===== src/core/nfcirq_pkg.sv =====
// nfcirq_pkg: register map, field layout and thresholds of the nfc event status block.
// assumes a 32-bit ahb-lite bus; each register takes one aligned word at four times its index.
package nfcirq_pkg;

  // register indices as printed; byte address is four times the index
  localparam logic [5:0] MASK_MAIN_IDX  = 6'h16; // mask of main event status
  localparam logic [5:0] MASK_TMR_IDX   = 6'h17; // mask of timer/field event status
  localparam logic [5:0] MASK_ERR_IDX   = 6'h18; // mask of error/wake-up event status
  localparam logic [5:0] MASK_PT_IDX    = 6'h19; // mask of passive-target event status
  localparam logic [5:0] STAT_MAIN_IDX  = 6'h1a; // main_event_status
  localparam logic [5:0] STAT_TMR_IDX   = 6'h1b; // timer_field_event_status
  localparam logic [5:0] STAT_ERR_IDX   = 6'h1c; // error_wakeup_event_status
  localparam logic [5:0] STAT_PT_IDX    = 6'h1d; // passive_target_event_status
  localparam logic [5:0] CFG_IDX        = 6'h30; // block configuration

  // reset values
  localparam logic [7:0] MASK_RST       = 8'h00; // all events unmasked
  localparam logic [7:0] STAT_RST       = 8'h00; // no event pending
  localparam logic [7:0] CFG_RST        = 8'h00; // oscillator off, no wake-up timeout irq

  // implemented bits of each register group; the rest are reserved and read zero
  localparam logic [7:0] MAIN_BITS      = 8'hfe;
  localparam logic [7:0] TMR_BITS       = 8'hff;
  localparam logic [7:0] ERR_BITS       = 8'hfe;
  localparam logic [7:0] PT_BITS        = 8'hfb;
  localparam logic [7:0] CFG_BITS       = 8'h03;

  // configuration fields
  localparam int CFG_OSC_EN_POS         = 0; // starts the crystal oscillator
  localparam int CFG_WU_EVERY_POS       = 1; // wake-up irq at every timeout

  // main status field positions
  localparam int MAIN_OSC_POS           = 7;
  localparam int MAIN_LEVEL_POS         = 6;
  // error/wake-up status field positions
  localparam int ERR_WU_TIMEOUT_POS     = 3;

  // fifo water levels in bytes
  localparam int RX_LEVEL_BYTES         = 300; // receive: flag above this
  localparam int TX_LEVEL_BYTES         = 200; // transmit: flag below this
  localparam int FIFO_DEPTH_BYTES       = 512;

endpackage


===== src/core/nfcirq_status.sv =====
// nfcirq_status: event status flags, masks and interrupt request of the nfc front end,
// reached over an ahb-lite slave with zero wait states.
// assumes event inputs are one-cycle pulses or levels synchronous to hclk; single word access.
//
// Functional notes
// - reading timer or target status clears it
// - main status read clears error/wake-up status
// - flag oscillator stable after enable, bit 7
// - receiving, above 300 fifo bytes sets level
// - transmitting, below 200 fifo bytes sets level
// - rx start, rx end, tx end, collision flags
// - flag reception restart after disturbance frame dropped
// - flag command done and timer expiries
// - flag external field rise and fall
// - flag guard time elapsed after field on
// - flag initiator bit rate recognised in target
// - flag parity, soft framing, hard framing errors
// - wake-up timeout flag only if option chosen
// - flag amplitude and phase wake-up deltas
// - flag second field-on wait timer event
// - flag four time slot numbers left
// - flag p2p field on without collision
// - flag automatic anticollision response, host needed
// - flag automatic sensf response sent
// - flag target active star and active states
// - set mask bit suppresses that event's interrupt
`timescale 1ns/10ps

module nfcirq_status #(
  parameter int COUNT_W = 10 // width of the fifo byte count
) (
  // clock and reset
  input  wire logic               hclk,
  input  wire logic               hresetn,
  // ahb-lite slave
  input  wire logic               hsel,
  input  wire logic [31:0]        haddr,
  input  wire logic [1:0]         htrans,
  input  wire logic               hwrite,
  input  wire logic [2:0]         hsize,
  input  wire logic [31:0]        hwdata,
  input  wire logic               hready,
  output logic                    hreadyout,
  output logic                    hresp,
  output logic [31:0]             hrdata,
  // oscillator and fifo
  output logic                    osc_enable,
  input  wire logic               osc_stable,
  input  wire logic [COUNT_W-1:0] fifo_count,
  input  wire logic               rx_active,
  input  wire logic               tx_active,
  // framing events
  input  wire logic               rx_start,
  input  wire logic               rx_end,
  input  wire logic               tx_end,
  input  wire logic               bit_collision,
  input  wire logic               rx_restart,
  // timer and field events
  input  wire logic               cmd_done,
  input  wire logic               nrt_expired,
  input  wire logic               gpt_expired,
  input  wire logic               ext_field_on,
  input  wire logic               ext_field_off,
  input  wire logic               ca_collision,
  input  wire logic               ca_guard_done,
  input  wire logic               bitrate_found,
  // error and wake-up events
  input  wire logic               crc_error,
  input  wire logic               parity_error,
  input  wire logic               soft_framing_error,
  input  wire logic               hard_framing_error,
  input  wire logic               wakeup_running,
  input  wire logic               wakeup_timeout,
  input  wire logic               amplitude_delta,
  input  wire logic               phase_delta,
  // passive-target events
  input  wire logic               second_field_wait,
  input  wire logic               slot_reserve_low,
  input  wire logic               p2p_field_on,
  input  wire logic               auto_anticoll_sent,
  input  wire logic               sensf_resp_sent,
  input  wire logic               target_active_star,
  input  wire logic               target_active,
  // interrupt request
  output logic                    irq
);

  // the count must be able to show a full fifo; a narrower one is refused at elaboration
  // because a count that wraps would fake the transmit level and hide the receive level
  if ((1 << COUNT_W) <= nfcirq_pkg::FIFO_DEPTH_BYTES) begin : g_count_check
    $error("COUNT_W too small for the fifo depth");
  end

  // whole state of the block
  typedef struct packed {
    logic [3:0][7:0] mask;     // 0 main, 1 timer, 2 error, 3 target
    logic [3:0][7:0] status;   // sticky event flags, same order
    logic [7:0]      cfg;      // configuration bits
    logic            osc_prev; // oscillator stable, last cycle
    logic            lvl_prev; // water level condition, last cycle
    logic            pend_wr;  // write data phase pending
    logic [5:0]      wr_idx;   // index of the pending write
    logic [31:0]     rdata;    // read data for the data phase
    logic            irq;      // interrupt request
  } nfcirq_state_t;

  nfcirq_state_t cur;          // registered state
  nfcirq_state_t next_cur;     // next state

  logic            take;       // transfer taken in its address phase
  logic            rd_take;    // read taken
  logic [5:0]      rd_idx;     // word index of the access
  logic            lvl_cond;   // fifo water level reached
  logic [3:0][7:0] set_vec;    // event sets this cycle
  logic [3:0][7:0] clr_vec;    // read clears this cycle
  logic [3:0][7:0] valid_bits; // implemented bits per group
  logic            pending;    // any unmasked flag in the current state

  assign valid_bits = {nfcirq_pkg::PT_BITS, nfcirq_pkg::ERR_BITS,
                       nfcirq_pkg::TMR_BITS, nfcirq_pkg::MAIN_BITS};
  assign take     = hsel & htrans[1] & hready;
  assign rd_take  = take & ~hwrite;
  assign rd_idx   = haddr[7:2];

  // water level: the direction of transfer picks the threshold
  // a count between the two levels flags nothing in either direction
  assign lvl_cond = (rx_active & (int'(fifo_count) > nfcirq_pkg::RX_LEVEL_BYTES))
                  | (tx_active & (int'(fifo_count) < nfcirq_pkg::TX_LEVEL_BYTES));

  // event set vectors; flags are caught on the first cycle of their condition
  // a plain source held high keeps setting its flag; oscillator and water level set only on their rising edge
  always_comb begin
    set_vec[0] = {osc_stable & ~cur.osc_prev & cur.cfg[nfcirq_pkg::CFG_OSC_EN_POS],
                  lvl_cond & ~cur.lvl_prev,
                  rx_start, rx_end, tx_end, bit_collision,
                  rx_restart,
                  1'b0};
    set_vec[1] = {cmd_done, nrt_expired, gpt_expired,
                  ext_field_on, ext_field_off,
                  ca_collision,
                  ca_guard_done,
                  bitrate_found};
    set_vec[2] = {crc_error, parity_error, soft_framing_error, hard_framing_error,
                  wakeup_running & wakeup_timeout
                    & cur.cfg[nfcirq_pkg::CFG_WU_EVERY_POS],
                  amplitude_delta, phase_delta,
                  1'b0};
    set_vec[3] = {second_field_wait,
                  slot_reserve_low,
                  p2p_field_on,
                  auto_anticoll_sent,
                  sensf_resp_sent,
                  1'b0,
                  target_active_star, target_active};
  end

  // read side effects: each status read clears itself, a main read clears errors too
  always_comb begin
    clr_vec = '0;
    if (rd_take && rd_idx == nfcirq_pkg::STAT_MAIN_IDX) begin
      clr_vec[0] = 8'hff;
      clr_vec[2] = 8'hff;
    end else if (rd_take && rd_idx == nfcirq_pkg::STAT_TMR_IDX) begin
      clr_vec[1] = 8'hff;
    end else if (rd_take && rd_idx == nfcirq_pkg::STAT_ERR_IDX) begin
      clr_vec[2] = 8'hff;
    end else if (rd_take && rd_idx == nfcirq_pkg::STAT_PT_IDX) begin
      clr_vec[3] = 8'hff;
    end
  end

  // interrupt condition of the current flags; masked events never reach irq
  always_comb begin
    pending = 1'b0;
    for (int i = 0; i < 4; i++) begin
      pending = pending | (|(cur.status[i] & ~cur.mask[i]));
    end
  end

  // next state: bus writes, flag updates, read data and irq
  always_comb begin
    next_cur          = cur;
    next_cur.osc_prev = osc_stable;
    next_cur.lvl_prev = lvl_cond;
    // write data phase: hwdata belongs to the address taken one transfer back
    if (cur.pend_wr) begin
      if (cur.wr_idx == nfcirq_pkg::MASK_MAIN_IDX) begin
        next_cur.mask[0] = hwdata[7:0] & nfcirq_pkg::MAIN_BITS;
      end else if (cur.wr_idx == nfcirq_pkg::MASK_TMR_IDX) begin
        next_cur.mask[1] = hwdata[7:0] & nfcirq_pkg::TMR_BITS;
      end else if (cur.wr_idx == nfcirq_pkg::MASK_ERR_IDX) begin
        next_cur.mask[2] = hwdata[7:0] & nfcirq_pkg::ERR_BITS;
      end else if (cur.wr_idx == nfcirq_pkg::MASK_PT_IDX) begin
        next_cur.mask[3] = hwdata[7:0] & nfcirq_pkg::PT_BITS;
      end else if (cur.wr_idx == nfcirq_pkg::CFG_IDX) begin
        next_cur.cfg = hwdata[7:0] & nfcirq_pkg::CFG_BITS;
      end
      // status writes and unmapped writes are ignored
    end
    // address phase bookkeeping
    next_cur.pend_wr = take & hwrite;
    if (take) begin
      next_cur.wr_idx = rd_idx;
    end
    // read data: taken from post-write values so a write then read sees the new word
    next_cur.rdata = 32'h0000_0000;
    if (rd_take) begin
      if (rd_idx == nfcirq_pkg::MASK_MAIN_IDX) begin
        next_cur.rdata[7:0] = next_cur.mask[0];
      end else if (rd_idx == nfcirq_pkg::MASK_TMR_IDX) begin
        next_cur.rdata[7:0] = next_cur.mask[1];
      end else if (rd_idx == nfcirq_pkg::MASK_ERR_IDX) begin
        next_cur.rdata[7:0] = next_cur.mask[2];
      end else if (rd_idx == nfcirq_pkg::MASK_PT_IDX) begin
        next_cur.rdata[7:0] = next_cur.mask[3];
      end else if (rd_idx == nfcirq_pkg::STAT_MAIN_IDX) begin
        next_cur.rdata[7:0] = cur.status[0];
      end else if (rd_idx == nfcirq_pkg::STAT_TMR_IDX) begin
        next_cur.rdata[7:0] = cur.status[1];
      end else if (rd_idx == nfcirq_pkg::STAT_ERR_IDX) begin
        next_cur.rdata[7:0] = cur.status[2];
      end else if (rd_idx == nfcirq_pkg::STAT_PT_IDX) begin
        next_cur.rdata[7:0] = cur.status[3];
      end else if (rd_idx == nfcirq_pkg::CFG_IDX) begin
        next_cur.rdata[7:0] = next_cur.cfg;
      end
      // unmapped addresses read zero
    end
    // flags: an event in the clearing cycle survives the clear
    for (int i = 0; i < 4; i++) begin
      next_cur.status[i] = ((cur.status[i] & ~clr_vec[i]) | set_vec[i]) & valid_bits[i];
    end
    // irq follows the flags one cycle later, released once all unmasked flags are gone
    next_cur.irq = pending;
  end

  // state register
  // only constants in the reset branch; everything else arrives through next_cur
  always_ff @(posedge hclk or negedge hresetn) begin
    if (!hresetn) begin
      cur.mask     <= {4{nfcirq_pkg::MASK_RST}};
      cur.status   <= {4{nfcirq_pkg::STAT_RST}};
      cur.cfg      <= nfcirq_pkg::CFG_RST;
      cur.osc_prev <= 1'b0;
      cur.lvl_prev <= 1'b0;
      cur.pend_wr  <= 1'b0;
      cur.wr_idx   <= 6'h00;
      cur.rdata    <= 32'h0000_0000;
      cur.irq      <= 1'b0;
    end else begin
      cur <= next_cur;
    end
  end

  // hrdata, irq and osc_enable straight from flops; the slave never stalls and never errs
  // hreadyout and hresp are tied, so the master never sees a wait state
  assign hrdata     = cur.rdata;
  assign hreadyout  = 1'b1;
  assign hresp      = 1'b0;
  assign irq        = cur.irq;
  assign osc_enable = cur.cfg[nfcirq_pkg::CFG_OSC_EN_POS];
endmodule


===== config.mk =====
export PLATFORM = sky130hd
export DESIGN_NAME = nfcirq_status
export DESIGN_NICKNAME = d
export VERILOG_FILES = /design/src/core/nfcirq_pkg.sv /design/src/core/nfcirq_status.sv
export SDC_FILE = /design/constraint.sdc
export NUM_CORES = 1
export LEC_CHECK = 0
export BUFFER_PORTS_ARGS = -buffer_cell sky130_fd_sc_hd__buf_2
export CAP_MARGIN = 20
export CORE_MARGIN = 4
export CORE_UTILIZATION = 46
export DETAILED_ROUTE_END_ITERATION = 10
export PLACE_DENSITY = 0.77
export SETUP_SLACK_MARGIN = 0.1
export SLEW_MARGIN = 10
export SYNTH_ARGS = -nofsm -noshare
export SYNTH_HDL_FRONTEND = slang
export SYNTH_SLANG_ARGS = --single-unit

===== constraint.sdc =====
create_clock -name hclk -period 2.1 [get_ports hclk]
set_input_delay 0.21 -clock hclk [delete_from_list [all_inputs] [get_ports hclk]]
set_output_delay 0.21 -clock hclk [all_outputs]
set_load 0.03 [all_outputs]

==> results of run 1 <==
power breakdown:
group          internal, mW  total (mW)  switching, mW
Clock                 0.703        1.31          0.609
Sequential             1.74        1.79         0.0493
Combinational         0.190       0.486          0.296
sequential cells by signal, summed over array words and instances (netlist names):
signal	cells
hrdata	8
irq	1
osc_enable	1
cur	77
placed cells by master (no fill, tap or decap), types with 4 or more instances in the layout:
cell type and instances:
sky130_fd_sc_hd__a21o_1 28, sky130_fd_sc_hd__a21oi_1 8, sky130_fd_sc_hd__a2bb2oi_1 4, sky130_fd_sc_hd__a32o_1 4
sky130_fd_sc_hd__and2_1 9, sky130_fd_sc_hd__and3_1 7, sky130_fd_sc_hd__buf_2 69, sky130_fd_sc_hd__buf_4 28
sky130_fd_sc_hd__clkbuf_8 10, sky130_fd_sc_hd__conb_1 26, sky130_fd_sc_hd__dfrtp_1 87, sky130_fd_sc_hd__inv_1 40
sky130_fd_sc_hd__mux2_2 23, sky130_fd_sc_hd__mux2i_1 6, sky130_fd_sc_hd__nand2_1 18, sky130_fd_sc_hd__nand2b_1 5
sky130_fd_sc_hd__nand3_1 12, sky130_fd_sc_hd__nand3b_1 5, sky130_fd_sc_hd__nand4_1 6, sky130_fd_sc_hd__nor2_1 15
sky130_fd_sc_hd__nor2b_1 6, sky130_fd_sc_hd__nor3_1 4, sky130_fd_sc_hd__o21ai_0 16, sky130_fd_sc_hd__o22ai_1 15
area by class of cell:
class | count | area [um2] | share of cell area [%]
well taps | 133 | 166 | 3.07
repair buffers | 101 | 607 | 11.2
inverters | 40 | 150 | 2.77
multi-input cells | 290 | 2100 | 38.7
clock inverters | 5 | 81.3 | 1.50
clock buffers | 11 | 141 | 2.61
flip-flops and latches | 87 | 2180 | 40.2
logic make-up (layout without fill, tap and decap cells):
group	count (synthesis)	after routing	share of synthesized area, %
multiplexers	31	31	7.52
other	2	26	0.165
AND/OR/NAND/NOR	115	115	15.0
AO/OA/AOI/OAI	118	118	19.1
flip-flops	87	87	47.9
buffers and inverters	90	157	10.3
timing repair:
item | in CTS | in global routing
gates resized for setup | 12 | 10
pin swaps | 5 | 10
buffers inserted | 0 | 1
endpoints found under the hold margin | 31 | 0
setup endpoints to repair | 8 | 8
hold buffers | 2 | 0
path summary, 6_finish.rpt:
path	endpoint	slack, ns	depth (start not counted)
worst max-delay path	hrdata[4]	0.02	5
worst min-delay path	cur[55]	0.02	2
worst max register to register	hrdata[4]	0.02	5
worst min register to register	cur[56]	0.43	1
max in group asynchronous	cur[61]	1.12	3
min in group asynchronous	cur[52]	0.33	2
layer usage:
metal	share of wire, %	routed length [um]	GRT usage (%)
met4	2.9	382	9.20
met1	40	5160	30.7
met3	9.9	1290	6.36
met5	0	0	0
met2	47	6180	36.9
worst max-delay path: cells and delay by family (launching register included):
| kind | cells | cell delay [ns] |
|---|---|---|
| flops | 1 | 0.39 |
| compound gates | 2 | 0.62 |
| simple gates | 3 | 0.96 |
==> flow_summary.yaml, run 1 <==
global_route:
  grt_max_degree: 58
  grt_first_pass_wirelength_mm: 20.4
  gr-total-overflow: 0
  antenna_violations_before_repair: 0
  gr-usage-all-layers_pct: 23.4
  first_global_vias: 3808
worst_hold_path:
  timing.hold.worst.start: "rx_start"
  min-delay-path-class: "in2reg"
critical_path:
  worst_setup_path_end_kind: "flip-flop"
  r2r-start: "cur[36]"
  cp_slowest_stage_delay_ns: 0.54
  critical_path_startpoint_category: "flip-flop"
  critical_path.startpoint: "cur[36]"
  cp_max_fo: 2
  path_class: "reg2reg"
  slowest_stage: "sky130_fd_sc_hd__or4b_4"
  cp_data_required_time_ns: 2.36
  cp_data_arrival_time_ns: 2.34
  path_cells: "or4b_4 -> or2_4 -> a32o_1 -> a221o_1 -> nor3b_1"
layout:
  post_route_cells_drive_above_1_share_pct: 30.9
  finish.utilization_pct: 56.0
  insertedDiodeCount: 0
  layoutNonFillerInstCount: 667
  nets: 644
  final_cell_area_mm2: 0.00542
  area.growth.synth_to_final_pct: 19.3
  layout.filler_cells: 853
placed_design:
  numPlacedInstances: 648
  port-buffer-count: 70
  post_detailed_placement_half_perimeter_wirelength_mm: 10.0
  placed_area_mm2: 0.00506
  dp_worst_slack_ns: -0.0210
  place.gp.congestion: 0.958
power:
  leakage_nw: 2.63
  sum_of_internal_switching_and_leakage_power_mw: 3.59
  cellPowerDensity_mw_per_mm2: 662
  power.ir.vdd_worst_mv: 0.325
logic_synthesis:
  number_of_enable_flip_flop_cells_after_synthesis: 0
  synth.avg_cell_area_um2: 10.3
  syn_area_mm2: 0.00454
  synth.ff_latch_count: 87
  count_leader_synth: "sky130_fd_sc_hd__dfrtp_1"
  synth_cell_type_count: 65
  synth.top_cell.area_share_pct: 47.9
  yosysSeqAreaShare_pct: 47.9
  postSynth.asyncResetShare_pct: 100
  synth.largest_area_cell: "sky130_fd_sc_hd__dfrtp_1"
  synthTopCellsByArea: "sky130_fd_sc_hd__dfrtp_1 (48%), sky130_fd_sc_hd__mux2_2 (5.9%), sky130_fd_sc_hd__buf_4 (5.6%), sky130_fd_sc_hd__a21o_1 (4.6%), sky130_fd_sc_hd__inv_1 (3.3%)"
  syn_inst: 443
  synthFlopType: "sky130_fd_sc_hd__dfrtp_1"
  yosysWarnings: 0
  synth_common_cells: "sky130_fd_sc_hd__dfrtp_1 (87), sky130_fd_sc_hd__inv_1 (40), sky130_fd_sc_hd__buf_4 (34), sky130_fd_sc_hd__a21o_1 (28), sky130_fd_sc_hd__mux2_2 (24)"
sta:
  max_slew_margin_pct: 64.5
  setup_violations: 0
  skew_ns: 0.0133
  timing_max_transition_violations_final: 0
  share_of_the_clock_period_used_by_the_worst_path_after_layout_pct: 99.0
  timing.final.crit_period_ns: 2.08
  grt_setup_unrepaired: "true"
  setup_slack_ns: 0.0218
  finalHoldWorstSlack_ns: 0.0175
  fin_tns_setup_ns: 0
  fmaxAchievable_ghz: 0.481
  timing.final.hold_violations: 0
  max_slew.worst_pin.slew_ns: 0.519
routing:
  first_iter_violations: 353
  drtPass1Iterations: 5
  route.vias.total: 3893
  wire_per_inst_um: 19.5
  route.final.wire_length_mm: 13.0
  vias_per_cell: 5.84
  postRouteAntennaNets: 0
  drcViolationCount: 0
outcome:
  status: "finished clean"
floorplanning:
  floorplan.rows: 36
  start_util_pct: 46.9
  die_height_um: 107
  fp.dieArea_mm2: 0.0115
  floorplan.core_area_mm2: 0.00968
  pin_count: 151
  die_width_um: 107
clock_network:
  clock_latency_ns: 0.37
  worst_setup_hold_path_clk_slew_ns: 0.09
  cts_bufs_inserted: 9
  tritoncts: "yes"
  cts.htree.levels: 3
  clk_path_buf_depth: 2
  clk_root_buffer_cell: "sky130_fd_sc_hd__clkbuf_8"
  sink_count_of_the_clock_tree: 87
run:
  cap_viol_max_count: 0
(Power assumes the default switching activity.)
==> run 2, diff against run 1 <==
CORE_MARGIN = 3   (was 4)
==> run 2 against run 1 <==
Sequential cell count did not move. First-iteration DRC count shrank 2.3%. Global-route usage grew 0.33 points. Sequential power about the same. Cell area rose by 1.7%. Sequential share of layout area shrank 0.68 points. Highest routed layer unchanged.
==> flow_summary.yaml, run 2 (synthesized netlist as in run 1, its figures left out) <==
outcome:
  status: "finished clean"
floorplanning:
  die_width_um: 105
  fp.dieArea_mm2: 0.0111
  floorplan.core_area_mm2: 0.00942
  floorplan.rows: 35
  pin_count: 151
  start_util_pct: 48.3
  die_height_um: 105
layout:
  nets: 653
  layout.filler_cells: 798
  mostFrequentLayoutCells: "sky130_fd_sc_hd__dfrtp_1 (87), sky130_fd_sc_hd__buf_2 (69), sky130_fd_sc_hd__inv_1 (40), sky130_fd_sc_hd__buf_4 (35), sky130_fd_sc_hd__a21o_1 (28)"
  largest_register_ffs: 77
  post_route_cells_drive_above_1_share_pct: 32.4
  mostFrequentLayoutCell: "sky130_fd_sc_hd__dfrtp_1"
  area.growth.synth_to_final_pct: 21.3
  finish.utilization_pct: 58.6
  final_cell_area_mm2: 0.00551
  insertedDiodeCount: 0
  area_occupied_by_multi_input_gates_mm2: 0.00213
  register_area_mm2: 0.00218
  layoutNonFillerInstCount: 672
  max_flop_register: "cur"
critical_path:
  cp_data_arrival_time_ns: 2.36
  critical_path_startpoint_category: "flip-flop"
  cp_data_required_time_ns: 2.36
  cp_max_fo: 2
  slowest_stage: "sky130_fd_sc_hd__or4b_4"
  cp_slowest_stage_delay_ns: 0.54
  path_class: "reg2reg"
  worst_setup_path_end_kind: "flip-flop"
  path_cells: "or4b_4 -> or2_4 -> a32o_2 -> a221o_1 -> nor3b_2"
clock_network:
  clock_latency_ns: 0.37
  cts.htree.levels: 3
  clk_path_buf_depth: 2
  worst_setup_hold_path_clk_slew_ns: 0.10
  clk_root_buffer_cell: "sky130_fd_sc_hd__clkbuf_8"
  cts_bufs_inserted: 9
  tritoncts: "yes"
  sink_count_of_the_clock_tree: 87
placed_design:
  placed_area_mm2: 0.00508
  post_detailed_placement_half_perimeter_wirelength_mm: 9.75
  port-buffer-count: 70
  place.gp.congestion: 0.958
  dp_worst_slack_ns: -0.00126
  numPlacedInstances: 648
sta:
  timing.final.hold_violations: 0
  grt_setup_unrepaired: "true"
  setup_violations: 0
  max_slew.worst_pin.slew_ns: 0.593
  finalHoldWorstSlack_ns: 0.00772
  timing.final.crit_period_ns: 2.10
  max_slew_margin_pct: 60.5
  fin_tns_setup_ns: 0
  skew_ns: 0.0142
  fmaxAchievable_ghz: 0.477
  share_of_the_clock_period_used_by_the_worst_path_after_layout_pct: 99.9
  timing_max_transition_violations_final: 0
  setup_slack_ns: 0.00148
routing:
  drcViolationCount: 0
  route.vias.total: 3893
  postRouteAntennaNets: 0
  wire_per_inst_um: 19.4
  drtPass1Iterations: 5
  first_iter_violations: 345
  route.final.wire_length_mm: 13.0
  vias_per_cell: 5.79
worst_hold_path:
  min-delay-path-class: "in2reg"
power:
  cellPowerDensity_mw_per_mm2: 645
  leakage_nw: 2.66
  power.ir.vdd_worst_mv: 0.390
  sum_of_internal_switching_and_leakage_power_mw: 3.56
global_route:
  first_global_vias: 3824
  grt_first_pass_wirelength_mm: 20.5
  antenna_violations_before_repair: 0
  grt_max_degree: 46
  gr-total-overflow: 0
  gr-usage-all-layers_pct: 23.7
run:
  cap_viol_max_count: 0
[run 2: routing by layer]
metal	vias up	wire (um)	global-route usage [%]
met1	1869	5190	32.2
met2	264	6150	37.6
li1	1731	-	-
met5	-	0	0
met3	29	1400	5.63
met4	0	280	7.50
[run 2: final timing paths]
kind | from | slack [ns] | to | cells after the start
worst min register to register | cur[40] | 0.43 | cur[56] | 1
worst max register to register | cur[34] | 0.001 | hrdata[4] | 5
worst max-delay path | cur[34] | 0.001 | hrdata[4] | 5
worst min-delay path | ext_field_off | 0.008 | cur[61] | 2
min in group asynchronous | hresetn | 0.38 | cur[40] | 2
max in group asynchronous | hresetn | 1.07 | cur[68] | 3
[run 2: final cells by class]
cell class	count	share of cell area (%)
flip-flops and latches	87	39.5
inverters	40	2.72
clock buffers	9	2.25
clock inverters	7	1.59
repair buffers	110	12.3
well taps	129	2.93
multi-input cells	290	38.7
[run 2: repair_timing]
item / in CTS / in global routing
pin swaps: 8 / 17
setup buffers: 0 / 4
resized for setup: 13 / 13
hold endpoints to repair: 45 / 0
hold buffers: 4 / 0
setup endpoints to repair: 6 / 8
[run 2: power by group]
part           switching, mW  internal, mW  leakage, nW
clock network          0.690         0.579        0.102
logic                  0.300         0.198         1.58
registers             0.0487          1.74        0.980
total                   1.04          2.52         2.66
[run 2: critical path: cells and delay by family (launching register included)]
family	cells	cell delay [ns]
AND/OR/NAND/NOR	3	0.99
AO/OA/AOI/OAI	2	0.60
flip-flops	1	0.39
